**src/load_monitor_consts.vh**
```
// Register offsets, field positions, reset values and timing constants
`ifndef LOAD_MONITOR_CONSTS_VH
`define LOAD_MONITOR_CONSTS_VH

// ********************************************************
// Register word offsets
// ********************************************************
`define ADDR_ALARM_VALID 16'h0CE1
`define ADDR_RSVD_A 16'h0CE2
`define ADDR_ALARM_FLAGS 16'h0CE3
`define ADDR_RSVD_B 16'h0CE4
`define ADDR_PHASE_A 16'h0CE5
`define ADDR_PHASE_B 16'h0CE7
`define ADDR_PHASE_C 16'h0CE9
`define ADDR_RUN_TIME 16'h0CEB
`define ADDR_RUN_THRESH 16'h0CED
`define ADDR_SET_STAMP 16'h0CEF

// ********************************************************
// Alarm bitmap fields
// ********************************************************
`define BIT_VOLT_LOSS 0
`define BIT_OVERLOAD_AT_LOSS 1
`define ALARM_SRC_WIDTH 11
`define ALARM_RSVD_ZERO 5'h00

// ********************************************************
// Values and reset contents
// ********************************************************
`define WORD_UNAVAILABLE 16'hFFFF
`define VALID_NO 16'h0000
`define VALID_YES 16'h0001
`define FLOAT_INVALID 32'hFFC00000
`define RUN_TIME_RESET 32'h00000000
`define RUN_TIME_MAX 32'hFFFFFFFF
`define THRESH_RESET 32'h00000000
`define STAMP_RESET 32'h00000000
`define PHASE_WORDS 3'h6

// ********************************************************
// Timing
// ********************************************************
`define CLK_PERIOD_NS 100
`define SECOND_NS 1000000000
`define SECOND_CYCLES (`SECOND_NS / `CLK_PERIOD_NS)

`endif

```
**src/phase_current_store.v**
```verilog
// Small word memory holding the phase currents latched at voltage loss
`timescale 1ns/1ps

module phase_current_store (
  mclk,
  wrEn,
  wrIdx,
  wrData,
  rdIdx,
  rdData
);
  input wire mclk;
  input wire wrEn; // Write strobe
  input wire [2:0] wrIdx; // Word index to write
  input wire [15:0] wrData; // Word to store
  input wire [2:0] rdIdx; // Word index to read
  output reg [15:0] rdData; // Registered read word

  reg [15:0] words [0:7]; // Storage array

  // ********************************************************
  // Write and registered read
  // ********************************************************
  always @(posedge mclk) begin
    if (wrEn) begin
      words[wrIdx] <= wrData;
    end
    rdData <= words[rdIdx];
  end
endmodule // phase_current_store

```
**src/load_monitor_alarm_registers.v**
```verilog
// Load monitoring alarm and operating time register bank
`timescale 1ns/1ps
`include "load_monitor_consts.vh"

// Functional notes
// - Bit 0 flags voltage phase loss
// - Bit 1 flags overload at voltage loss
// - Run time counts only above power threshold
// - Validity word reads 0/1, unavailable FFFF
// - Bits 2-10 other alarms, 11-15 reserved
// - Latch phase currents as floats at loss
// - Offsets 3298 and 3300 reserved, refused
// - Run time is writable retained 32-bit count
// - Power threshold is writable retained float
// - Stamp last set of run time counter
// - Run time registers only on metering classes
module load_monitor_alarm_registers #(
  parameter HAS_RUN_TIME = 1, // Zero for breaker-auxiliary class
  parameter SECOND_CYCLES = `SECOND_CYCLES // Clocks per second
) (
  mclk,
  reset,
  regAddr,
  regRead,
  regWrite,
  regWdata,
  regRdata_reg,
  regAck_reg,
  regError_reg,
  alarmAvail,
  alarmValid,
  voltageLoss,
  currentOverload,
  alarmOther,
  phaseACurrent,
  phaseBCurrent,
  phaseCCurrent,
  activePower,
  nowStamp
);
  input wire mclk;
  input wire reset;
  input wire [15:0] regAddr; // Register word address
  input wire regRead; // Read request pulse
  input wire regWrite; // Write request pulse
  input wire [15:0] regWdata; // Write word
  output reg [15:0] regRdata_reg; // Read word
  output reg regAck_reg; // Answer pulse
  output reg regError_reg; // Refusal pulse, with answer
  input wire alarmAvail; // Alarm information available
  input wire alarmValid; // Alarm bitmap meaningful
  input wire voltageLoss; // Load phase voltage lost
  input wire currentOverload; // Current overload present
  input wire [8:0] alarmOther; // Alarm sources for bits 2 to 10
  input wire [31:0] phaseACurrent; // Live RMS current, float
  input wire [31:0] phaseBCurrent; // Live RMS current, float
  input wire [31:0] phaseCCurrent; // Live RMS current, float
  input wire [31:0] activePower; // Measured active power, float
  input wire [31:0] nowStamp; // Current date-time word

  // ********************************************************
  // Helper functions
  // ********************************************************
  // True when float a is strictly greater than float b
  function floatAbove;
    input [31:0] a;
    input [31:0] b;
    reg aNan;
    reg bNan;
    begin
      aNan = (a[30:23] == 8'hFF) && (a[22:0] != 23'h000000);
      bNan = (b[30:23] == 8'hFF) && (b[22:0] != 23'h000000);
      if (aNan || bNan) begin
        floatAbove = 1'b0;
      end else if (a[31] != b[31]) begin
        floatAbove = !a[31] && ((a[30:0] | b[30:0]) != 31'h00000000);
      end else if (!a[31]) begin
        floatAbove = a[30:0] > b[30:0];
      end else begin
        floatAbove = a[30:0] < b[30:0];
      end
    end
  endfunction

  // Pick high or low half of a two-word register
  function [15:0] halfWord;
    input [31:0] value;
    input lowHalf;
    begin
      halfWord = lowHalf ? value[15:0] : value[31:16];
    end
  endfunction

  // True when addr is either word of the pair starting at base
  function inPair;
    input [15:0] addr;
    input [15:0] base;
    begin
      inPair = (addr == base) || (addr == base + 16'h0001);
    end
  endfunction

  // ********************************************************
  // State encodings
  // ********************************************************
  localparam [1:0] LATCH_IDLE = 2'h1; // Waiting for voltage loss
  localparam [1:0] LATCH_RUN = 2'h2; // Writing current words

  // ********************************************************
  // Declarations
  // ********************************************************
  reg [15:0] alarmFlags_reg; // Alarm bitmap
  reg voltageLossPrev_reg; // Loss level of last cycle
  reg [1:0] latchState_reg; // Current latch sequencer
  reg [1:0] latchState_next;
  reg [2:0] latchIdx_reg; // Word being stored
  reg [95:0] latchSnap_reg; // Currents caught at the loss edge
  reg currentsValid_reg; // Any loss latched yet
  reg [31:0] runTime_reg; // Operating seconds
  reg [31:0] runThresh_reg; // Active power threshold
  reg [31:0] setStamp_reg; // Time of last counter set
  reg [15:0] writeHold_reg; // High word waiting for its low word
  reg [15:0] readHold_reg; // Low word caught when high is read
  reg [23:0] secCount_reg; // Second divider
  reg secTick_reg; // One pulse per second
  reg reqPend_reg; // Request in answer stage
  reg reqErr_reg; // Request refused
  reg reqMem_reg; // Answer comes from memory
  reg [15:0] reqData_reg; // Non-memory read word
  reg memWr;
  reg [15:0] memWdata;
  wire [15:0] memRdata;
  wire [15:0] wordIdx; // Offset from phase A start
  wire inPhase; // Address in current words
  wire inRun; // Address in run time block
  wire lowHalf; // Address is second word of a pair
  wire mapped; // Address answers at all
  wire writable; // Address accepts writes
  reg [15:0] readWord; // Non-memory read mux

  // ********************************************************
  // Alarm bitmap
  // ********************************************************
  // Bits follow their sources each cycle; bit 1 held from loss edge
  always @(posedge mclk) begin
    if (reset) begin
      alarmFlags_reg <= 16'h0000;
      voltageLossPrev_reg <= 1'b0;
    end else begin
      voltageLossPrev_reg <= voltageLoss;
      alarmFlags_reg[`BIT_VOLT_LOSS] <= voltageLoss;
      if (!voltageLoss) begin
        alarmFlags_reg[`BIT_OVERLOAD_AT_LOSS] <= 1'b0;
      end else if (!voltageLossPrev_reg) begin
        alarmFlags_reg[`BIT_OVERLOAD_AT_LOSS] <= currentOverload;
      end
      alarmFlags_reg[10:2] <= alarmOther;
      alarmFlags_reg[15:11] <= `ALARM_RSVD_ZERO;
    end
  end

  // ********************************************************
  // Current latch sequencer
  // ********************************************************
  // Next state of the sequencer
  always @* begin
    latchState_next = latchState_reg;
    case (latchState_reg)
      LATCH_IDLE: begin
        if (voltageLoss && !voltageLossPrev_reg) begin
          latchState_next = LATCH_RUN;
        end
      end
      LATCH_RUN: begin
        if (latchIdx_reg == `PHASE_WORDS - 3'h1) begin
          latchState_next = LATCH_IDLE;
        end
      end
      default: begin
        latchState_next = LATCH_IDLE;
      end
    endcase
  end

  // Snapshot at the loss edge, then store six words in turn
  always @(posedge mclk) begin
    if (reset) begin
      latchState_reg <= LATCH_IDLE;
      latchIdx_reg <= 3'h0;
      latchSnap_reg <= 96'h0;
      currentsValid_reg <= 1'b0;
    end else begin
      latchState_reg <= latchState_next;
      if (latchState_reg == LATCH_IDLE) begin
        latchIdx_reg <= 3'h0;
        if (latchState_next == LATCH_RUN) begin
          latchSnap_reg <= {phaseACurrent, phaseBCurrent,
                            phaseCCurrent};
        end
      end else begin
        latchIdx_reg <= latchIdx_reg + 3'h1;
        latchSnap_reg <= {latchSnap_reg[79:0], 16'h0000};
        if (latchState_next == LATCH_IDLE) begin
          currentsValid_reg <= 1'b1;
        end
      end
    end
  end

  // Memory write port driven by the sequencer only
  always @* begin
    memWr = (latchState_reg == LATCH_RUN);
    memWdata = latchSnap_reg[95:80];
  end

  phase_current_store currentStore (
    .mclk(mclk),
    .wrEn(memWr),
    .wrIdx(latchIdx_reg),
    .wrData(memWdata),
    .rdIdx(wordIdx[2:0]),
    .rdData(memRdata)
  );

  // ********************************************************
  // Second divider
  // ********************************************************
  // Emits one enable pulse every second
  always @(posedge mclk) begin
    if (reset) begin
      secCount_reg <= 24'h000000;
      secTick_reg <= 1'b0;
    end else if (secCount_reg == SECOND_CYCLES[23:0] - 24'h000001) begin
      secCount_reg <= 24'h000000;
      secTick_reg <= 1'b1;
    end else begin
      secCount_reg <= secCount_reg + 24'h000001;
      secTick_reg <= 1'b0;
    end
  end

  // ********************************************************
  // Address decode
  // ********************************************************
  assign wordIdx = regAddr - `ADDR_PHASE_A;
  assign inPhase = (regAddr >= `ADDR_PHASE_A) &&
                   (regAddr < `ADDR_RUN_TIME);
  assign inRun = (HAS_RUN_TIME != 0) && (regAddr >= `ADDR_RUN_TIME) &&
                 (regAddr <= `ADDR_SET_STAMP + 16'h0001);
  assign lowHalf = !regAddr[0];
  assign mapped = (regAddr == `ADDR_ALARM_VALID) ||
                  (regAddr == `ADDR_ALARM_FLAGS) ||
                  inPhase || inRun;
  assign writable = inRun;

  // Read word for registers outside the memory
  always @* begin
    readWord = 16'h0000;
    if (regAddr == `ADDR_ALARM_VALID) begin
      if (!alarmAvail) begin
        readWord = `WORD_UNAVAILABLE;
      end else begin
        readWord = alarmValid ? `VALID_YES : `VALID_NO;
      end
    end else if (regAddr == `ADDR_ALARM_FLAGS) begin
      readWord = alarmAvail ? alarmFlags_reg : `WORD_UNAVAILABLE;
    end else if (inPhase) begin
      readWord = halfWord(`FLOAT_INVALID, lowHalf);
    end else if (inPair(regAddr, `ADDR_RUN_TIME)) begin
      readWord = lowHalf ? readHold_reg : runTime_reg[31:16];
    end else if (inPair(regAddr, `ADDR_RUN_THRESH)) begin
      readWord = lowHalf ? readHold_reg : runThresh_reg[31:16];
    end else if (inPair(regAddr, `ADDR_SET_STAMP)) begin
      readWord = lowHalf ? readHold_reg : setStamp_reg[31:16];
    end
  end

  // ********************************************************
  // Run time, threshold and stamp registers
  // ********************************************************
  // Pair writes commit on the low word; counting saturates
  always @(posedge mclk) begin
    if (reset) begin
      runTime_reg <= `RUN_TIME_RESET;
      runThresh_reg <= `THRESH_RESET;
      setStamp_reg <= `STAMP_RESET;
      writeHold_reg <= 16'h0000;
      readHold_reg <= 16'h0000;
    end else begin
      if (regRead && inRun && !lowHalf) begin
        // Catch low word so a pair reads consistently
        if (regAddr == `ADDR_RUN_TIME) begin
          readHold_reg <= runTime_reg[15:0];
        end else if (regAddr == `ADDR_RUN_THRESH) begin
          readHold_reg <= runThresh_reg[15:0];
        end else begin
          readHold_reg <= setStamp_reg[15:0];
        end
      end
      if (regWrite && writable && !lowHalf) begin
        writeHold_reg <= regWdata; // High word waits
      end
      if (regWrite && writable && lowHalf &&
          regAddr == `ADDR_RUN_TIME + 16'h0001) begin
        runTime_reg <= {writeHold_reg, regWdata};
        setStamp_reg <= nowStamp;
      end else begin
        if (secTick_reg && (HAS_RUN_TIME != 0) &&
            floatAbove(activePower, runThresh_reg) &&
            runTime_reg != `RUN_TIME_MAX) begin
          runTime_reg <= runTime_reg + 32'h00000001;
        end
        if (regWrite && lowHalf &&
            regAddr == `ADDR_SET_STAMP + 16'h0001 && inRun) begin
          setStamp_reg <= {writeHold_reg, regWdata};
        end
      end
      if (regWrite && inRun && lowHalf &&
          regAddr == `ADDR_RUN_THRESH + 16'h0001) begin
        runThresh_reg <= {writeHold_reg, regWdata};
      end
    end
  end

  // ********************************************************
  // Request pipeline and answer
  // ********************************************************
  // Stage one decodes; stage two answers two cycles after request
  always @(posedge mclk) begin
    if (reset) begin
      reqPend_reg <= 1'b0;
      reqErr_reg <= 1'b0;
      reqMem_reg <= 1'b0;
      reqData_reg <= 16'h0000;
      regRdata_reg <= 16'h0000;
      regAck_reg <= 1'b0;
      regError_reg <= 1'b0;
    end else begin
      reqPend_reg <= regRead || regWrite;
      reqErr_reg <= !mapped || (regWrite && !writable);
      reqMem_reg <= regRead && inPhase && currentsValid_reg;
      reqData_reg <= regRead ? readWord : 16'h0000;
      regAck_reg <= reqPend_reg;
      regError_reg <= reqPend_reg && reqErr_reg;
      if (reqPend_reg && !reqErr_reg) begin
        regRdata_reg <= reqMem_reg ? memRdata : reqData_reg;
      end else begin
        regRdata_reg <= 16'h0000;
      end
    end
  end
endmodule // load_monitor_alarm_registers

```
**config.mk**
```make
export PLATFORM = sky130hd
export DESIGN_NAME = load_monitor_alarm_registers
export DESIGN_NICKNAME = d
export VERILOG_FILES = /design/src/phase_current_store.v /design/src/load_monitor_alarm_registers.v
export VERILOG_INCLUDE_DIRS = /design/src
export SDC_FILE = /design/constraint.sdc
export NUM_CORES = 1
export LEC_CHECK = 0
export ABC_CLOCK_PERIOD_IN_PS = 4400
export BUFFER_PORTS_ARGS = -buffer_cell sky130_fd_sc_hd__buf_2
export CAP_MARGIN = 10
export CELL_PAD_IN_SITES_DETAIL_PLACEMENT = 1
export CELL_PAD_IN_SITES_GLOBAL_PLACEMENT = 1
export CORE_MARGIN = 5
export CORE_UTILIZATION = 41
export DETAILED_ROUTE_END_ITERATION = 6
export HOLD_SLACK_MARGIN = 0.06
export PLACE_DENSITY = 0.8
export SLEW_MARGIN = 20
export SYNTH_ARGS = -nofsm -noshare
export SYNTH_HDL_FRONTEND = slang
export SYNTH_SLANG_ARGS = --single-unit
```
**constraint.sdc**
```tcl
create_clock -name mclk -period 4.4 [get_ports mclk]
set_input_delay 0.22 -clock mclk [delete_from_list [all_inputs] [get_ports mclk]]
set_output_delay 0.22 -clock mclk [all_outputs]
set_load 0.02 [all_outputs]
```
Word-level counts from Yosys, hierarchy flattened
Memories as Yosys holds them, arrays and structs flattened. A register that Yosys moved wholly into a read port is not among the register bits.
Index checks and enable logic that the tools add are counted.
Word-level totals
  bits in registers: 309
  bits in latches: 0
  RAM bits: 128
  memory bits (read-only): 0
  input port bits: 209
  output and inout port bits: 18
  word-level logic and storage cells: 141
  memories kept: 1
Memory list
  currentStore.words: words 8, bits a word 16, rd ports 1, clocked after Yosys merged registers in 1, wr ports 1, RTL line phase_current_store.v:19  | reg [15:0] words [0:7];
Operators by class
  add/sub/neg operators: 4
  multiply operators: 0
  div/mod/pow operators: 0
  $lt $le $gt $ge: 6
  equal/unequal tests: 19
  shift-type cells: 0
  mux-type cells: 33
  bitwise gates (word level): 5
  reduce and logical (&&, ||, !) cells: 50
Operator list (number)
  2-to-1 mux 16 bit: 15
  2-to-1 mux 96 bit: 2
  equality test 16 x 12 -> 1 bit (second input constant): 8
  2-to-1 mux 32 bit: 4
  nonzero test 23 bit: 2
  adder 32 x 1 -> 32 bit (second input constant): 1
  >= comparator 16 x 12 -> 1 bit (second input constant): 2
  inequality test 32 bit (second input constant): 1
  greater-than comparator 31 bit: 1
  less-than comparator 31 bit: 1
  bitwise OR 31 bit: 1
  nonzero test 31 bit: 1
  adder 24 x 1 -> 24 bit (second input constant): 1
  equality test 24 bit (second input constant): 1
  logical AND 1 bit: 23
  equality test 8 bit (second input constant): 2
  <= comparator 16 x 12 -> 1 bit (second input constant): 1
  less-than comparator 16 x 12 -> 1 bit (second input constant): 1
  OR reduction 2 bit: 6
  logical OR 1 bit: 9
  2-to-1 mux 1 bit: 9
  logical NOT 1 bit: 6
  equality test 2 x 1 -> 1 bit (second input constant): 2
  equality test 2 bit (second input constant): 2
  10 further kinds: 15

Depth between registers and ports, before layout
  depth after elaboration: 11
  mapped depth: 13
  depth with buffers taken out: 11

Modules after synthesis
A second synthesis with hierarchy kept.
Second synthesis, totals
  cell total of the unflattened synthesis: 2087
  area, all modules: 20260.7 um2
By module, submodules not included
  load_monitor_alarm_registers: instances 1, cells an instance 1873, area each 14966.9 um2, sequential area each 6065.8 um2
  phase_current_store: instances 1, cells an instance 214, area each 5293.8 um2, sequential area each 4164.0 um2

Worst setup path after synthesis
OpenSTA, ideal clock, no wires.
  kind: reg2reg
  start: reg runThresh_reg[14]
  end: reg runTime_reg[5]
  library setup time: 138 ps
  arrival time: 2994 ps
  data required time: 4262 ps
  slack: 1269 ps
  stages on the path, launching flop included: 14
  path buffers: 2
  clock period less this slack: 3131 ps
  cells stage by stage: dfxtp_1 inv_1 ha_1 or4_1 nor4b_2 nand3_1 or3_1 a21o_1 a311o_1 buf_2 buf_2 nand3_1 xor2_1 a211oi_1
Between the ends
  cells in the longest elaborated chain, start to end: 10
  elaborated cells between the ends (all ways): 16
  classes of those cells: order compare (2); mux (5); bitwise (1); reduce/logical (8)
Ends and longest elaborated chain
  start: declaration: RTL line load_monitor_alarm_registers.v:120  | reg [31:0] runThresh_reg;
  start signal: assignment: RTL line load_monitor_alarm_registers.v:285  | runThresh_reg <= `THRESH_RESET;
  start signal: assignment: RTL line load_monitor_alarm_registers.v:320  | runThresh_reg <= {writeHold_reg, regWdata};
  parallel branches: the longest is 4 deep, another holds greater-than comparator 31 bit
  2-to-1 mux 1 bit *: RTL line load_monitor_alarm_registers.v:73  | if (aNan || bNan) begin
  2-to-1 mux 1 bit *: RTL line load_monitor_alarm_registers.v:303  | if (regWrite && writable && lowHalf &&
  2-to-1 mux 1 bit *: RTL line load_monitor_alarm_registers.v:283  | if (reset) begin
  logical AND 1 bit *: RTL line load_monitor_alarm_registers.v:308  | if (secTick_reg && (HAS_RUN_TIME != 0) &&
  logical AND 1 bit (no source line) *
  nonzero test 2 bit (no source line) *
  end signal: assignment: RTL line load_monitor_alarm_registers.v:284  | runTime_reg <= `RUN_TIME_RESET;
  end signal: assignment: RTL line load_monitor_alarm_registers.v:305  | runTime_reg <= {writeHold_reg, regWdata};
  end signal: assignment: RTL line load_monitor_alarm_registers.v:311  | runTime_reg <= runTime_reg + 32'h00000001;
  end: declaration: RTL line load_monitor_alarm_registers.v:119  | reg [31:0] runTime_reg;
Mark *: on every way between the ends. The select of a mux whose other input is x is not followed.
A chain may end at the register's enable or synchronous reset.

Worst setup path in the final report
  start: reg runThresh_reg[2]
  end: reg runTime_reg[31]
Same word-level chain as after synthesis.

==> parameters.txt <==
Parameter                              Value

Critical path
  Endpoint of the lowest-slack register-to-register path    runTime_reg[31]
  Crit path required time    4.91 ns
  Startpoint of the most critical register-to-register path    runThresh_reg[2]
  Slack of the worst reg-to-reg path    slightly below 0.5 ns
  Logic depth of the worst register-to-register path    12
  Type of destination of the critical path    flop
  Critical path launch point type    flop
  Arrival time at the worst endpoint    4.42 ns
  Crit path from    runThresh_reg[2]
  Category of the critical setup timing path    reg -> reg
  Highest fanout seen on the critical path    16

Clocking
  Largest buffer count on any clock path    3
  Cells resized by post-CTS repair    0
  Clock transition at the registers of the reported paths    0.06 ns
  H-tree depth reported by CTS    2
  Num CTS Buffers    47
  Clock sink count    447
  CTS tree    yes
  Clock tree root buffer cell    sky130_fd_sc_hd__clkbuf_16
  Clock latency reported for the late side of the worst-skew pair    0.61 ns

Global routing
  Total global routing overflow    0
  Most Used Layer, Global Route    met2
  Met3 Resource Use GR    4.33%
  Global-route total usage across every layer    a little over a quarter
  Met1 layer usage reported by global route    32.4%
  Met2 track demand over resource in global routing    a little under half
  Maximum number of pins on one net before global-route repair    131
  Initial antenna violation count    8
  Wire length of the first global-routing pass    113000 um
  Number of global-route vias before repair    19233

Floorplan
  Overall die height    231 um
  Die boundary width    231 um
  Effective utilization at floorplan    41.6%
  I/O Pins    227
  Die Footprint    0.0532 mm2
  Core footprint    0.0479 mm2
  Rows    80

Job
  Count of maximum capacitance violations    0

Timing
  Pin slew with the least headroom to its limit    around 1.1 ns
  Hold violation total from the final report    0
  Worst hold margin    about 0.14 ns
  Time the final worst path needs with I/O delays and setup    3.92 ns
  Unrepaired setup endpoints after global routing    no
  Setup Skew    0.0276 ns
  Final critical-path share of the clock period    89.0%
  Peak clock frequency supported by timing    between 0.2 and 0.3 GHz
  Fin. max-slew vios    0
  Worst slew margin relative to its limit    26.1%
  Setup TNS Final    0 ns
  Final setup viols    0

Worst hold path
  WHS Path Cells    3
  Destination of the worst hold path    reqMem_reg
  Min-delay src    regRead
  Worst min-delay path class    in -> reg

Synthesis
  Synthesized area    0.0199 mm2
  Post-synthesis area per instance    9.52 um2
  Share of the yosys chip area belonging to registers    51.3%
  Number of nets in the synthesized netlist    2377
  Number of distinct standard cells referenced by the synthesized netlist    60
  Post-synth top flop    sky130_fd_sc_hd__dfxtp_1
  Proportion of synthesized flip-flops having asynchronous set or reset    0%
  Number of flops mapped to enable cells by yosys    128
  Post-synthesis cell count    about 2100
  Number of warnings reported in the yosys synthesis log    0
  Synth Register Bits    between 400 and 500

Placement
  Hpwl dp    45200 um
  Global placer's final weighted congestion    0.914
  Count of input and output buffers    between 200 and 250

Drt
  Wire length per cell after detailed routing    23.8 um
  1st-iter DRT viols    1708
  Vias per Instance    5.76
  Final antenna-violating net count    0
  Drc violations    0
  Total iterations of the first detailed-routing run    5
  Via count    17798
  Total Wirelength    73500 um

Cells and area
  Share of cells above drive strength 1    16.1%
  Synthesis-to-layout area growth    25.1%
  Final Util    52.0%
  Fill count    5348
  Max reg flops    128
  Reg area    0.0102 mm2
  Multi-input combinational cell area    0.00895 mm2
  Layout Nets    between 2000 and 3000

Power
  Pwr dens    465 mW/mm2
  Worst-case vdd ir drop    0.426 mV
  Leakage dissipation    9.36 nW

Status
  Outcome    complete, no violations
## Yosys cell counts, types with 2 or more instances
cell type	n	area, um2
sky130_fd_sc_hd__nor3b_1	3	22.5
sky130_fd_sc_hd__a221oi_1	3	26.3
sky130_fd_sc_hd__a21boi_0	2	15.0
sky130_fd_sc_hd__o21ai_0	31	155
sky130_fd_sc_hd__a21oi_1	141	706
sky130_fd_sc_hd__nand4_1	33	206
sky130_fd_sc_hd__ha_1	73	913
sky130_fd_sc_hd__nor4_1	16	100
sky130_fd_sc_hd__a21o_1	3	22.5
sky130_fd_sc_hd__nor2_1	287	1080
sky130_fd_sc_hd__mux2i_1	40	400
sky130_fd_sc_hd__xor2_1	41	359
sky130_fd_sc_hd__and4_1	4	35.0
sky130_fd_sc_hd__nand3_1	48	240
sky130_fd_sc_hd__nand2_1	339	1270
sky130_fd_sc_hd__xnor2_1	12	105
sky130_fd_sc_hd__o211ai_1	12	90.1
sky130_fd_sc_hd__buf_2	8	40.0
sky130_fd_sc_hd__a211oi_1	55	413
sky130_fd_sc_hd__mux2_2	16	180
sky130_fd_sc_hd__or2_2	3	18.8
sky130_fd_sc_hd__and3_1	23	144
sky130_fd_sc_hd__nor4b_4	2	47.6
sky130_fd_sc_hd__dfxtp_1	319	6390
sky130_fd_sc_hd__and2_1	5	31.3
sky130_fd_sc_hd__or4_1	3	22.5
sky130_fd_sc_hd__nor4b_1	2	17.5
sky130_fd_sc_hd__clkbuf_1	116	435
sky130_fd_sc_hd__o22ai_1	6	37.5
sky130_fd_sc_hd__or3_2	2	15.0
sky130_fd_sc_hd__buf_1	12	45.0
sky130_fd_sc_hd__inv_1	79	297
sky130_fd_sc_hd__edfxtp_1	128	3840
sky130_fd_sc_hd__a311oi_1	81	709
sky130_fd_sc_hd__nor2b_1	23	144
sky130_fd_sc_hd__mux4_2	32	721
sky130_fd_sc_hd__nor3_1	24	120
sky130_fd_sc_hd__o31a_1	2	17.5
sky130_fd_sc_hd__a22oi_1	32	240
sky130_fd_sc_hd__o31ai_1	2	15.0
sky130_fd_sc_hd__nand2b_1	10	62.6
sky130_fd_sc_hd__or3_1	4	25.0
## worst max-delay path by stage
stage                                 end  slack [ns]
final                     runTime_reg[31]        0.48
after global routing      runTime_reg[28]        0.35
after CTS                 runTime_reg[28]        0.60
after detailed placement  runTime_reg[28]        0.62
after global placement    runTime_reg[23]        0.81
after floorplan            runTime_reg[5]        1.27
## report_power, final
part	switching (mW)	internal [mW]
clock	1.72	2.49
sequential	0.436	4.82
combinational	1.39	0.745
## metrics by stage
step	worst slack (ns)	std cells	total power [mW]	area, um2
final	0.483	3088	11.6	25000
after global routing	0.354	3086	12.1	25000
after CTS	0.601	3080	11.5	24900
after detailed placement	0.620	2823	7.17	21600
after global placement	0.809	2823	7.06	21600
after floorplan	1.27	2095	6.45	19900
## worst max-delay path, stage by stage (launching register included)
cell and delay, ns:
sky130_fd_sc_hd__dfxtp_1 0.37, sky130_fd_sc_hd__inv_1 0.11, sky130_fd_sc_hd__ha_1 0.33, sky130_fd_sc_hd__nor3_1 0.07, sky130_fd_sc_hd__o31a_1 0.28, sky130_fd_sc_hd__o31a_1 0.27
sky130_fd_sc_hd__o41ai_1 0.39, sky130_fd_sc_hd__nor4b_1 0.38, sky130_fd_sc_hd__a311o_1 0.72, sky130_fd_sc_hd__buf_4 0.36, sky130_fd_sc_hd__nand3_1 0.13, sky130_fd_sc_hd__xor2_1 0.17
sky130_fd_sc_hd__a211oi_1 0.25
## cell type report
type,count,share of cell area (%)
inverter,79,1.19
timing repair buffer,420,12.3
sequential,447,41.0
clock buffer,68,5.56
clock inverter,19,0.958
multi-input combinational,1432,35.9
antenna,8,0.0802
tap,615,3.08
## kinds of logic (layout without fill, tap and decap cells)
group	Yosys count	in the layout	share of synthesized area, %
simple gates	839	839	18.5
flops	447	447	51.3
compound gates	379	379	12.7
buf+inv	216	586	4.15
mux	88	88	6.52
fa+ha+maj	73	73	4.58
xor+xnor	53	53	2.33
other cells	0	8	0
## what timing repair did
action | in CTS | in global routing
setup buffers | 0 | 0
endpoints found under the hold margin | 195 | 0
hold buffers | 170 | 0
## routing by layer
metal	up-vias	wire [um]	part of all wire (%)
li1	8070	-	-
met1	8814	29200	40
met3	205	4300	5.8
met4	4	3220	4.4
met5	-	21	0.029
met2	705	36800	50
## layout by cell type (no fill, tap or decap), types with 4 or more instances in the layout
cell type / Yosys / routed
sky130_fd_sc_hd__and3_1: 23 / 23
sky130_fd_sc_hd__nor3_1: 24 / 22
sky130_fd_sc_hd__a21oi_1: 141 / 141
sky130_fd_sc_hd__buf_2: 8 / 224
sky130_fd_sc_hd__and4_1: 4 / 4
sky130_fd_sc_hd__or3_1: 4 / 4
sky130_fd_sc_hd__nand2b_1: 10 / 10
sky130_fd_sc_hd__clkbuf_8: 0 / 9
sky130_fd_sc_hd__clkinv_2: 0 / 8
sky130_fd_sc_hd__nor2b_1: 23 / 23
sky130_fd_sc_hd__nand4_1: 33 / 33
sky130_fd_sc_hd__dlygate4sd3_1: 0 / 170
sky130_fd_sc_hd__xnor2_1: 12 / 12
sky130_fd_sc_hd__mux4_2: 32 / 32
sky130_fd_sc_hd__a22oi_1: 32 / 32
sky130_fd_sc_hd__o22ai_1: 6 / 6
sky130_fd_sc_hd__nor2_1: 287 / 280
sky130_fd_sc_hd__diode_2: 0 / 8
sky130_fd_sc_hd__clkbuf_1: 116 / 10
sky130_fd_sc_hd__buf_4: 0 / 22
sky130_fd_sc_hd__mux2_2: 16 / 16
sky130_fd_sc_hd__nand2_1: 339 / 338
sky130_fd_sc_hd__o211ai_1: 12 / 12
sky130_fd_sc_hd__o21ai_0: 31 / 31
sky130_fd_sc_hd__nor4_1: 16 / 16
sky130_fd_sc_hd__mux2i_1: 40 / 40
sky130_fd_sc_hd__nand3_1: 48 / 48
sky130_fd_sc_hd__and2_1: 5 / 5
sky130_fd_sc_hd__nor2_2: 0 / 5
sky130_fd_sc_hd__bufinv_16: 0 / 5
sky130_fd_sc_hd__ha_1: 73 / 72
sky130_fd_sc_hd__clkbuf_16: 0 / 49
sky130_fd_sc_hd__edfxtp_1: 128 / 128
sky130_fd_sc_hd__dfxtp_1: 319 / 319
sky130_fd_sc_hd__inv_1: 79 / 79
sky130_fd_sc_hd__xor2_1: 41 / 41
sky130_fd_sc_hd__a311oi_1: 81 / 81
sky130_fd_sc_hd__a211oi_1: 55 / 55
Power figures use the tool's default switching activity.
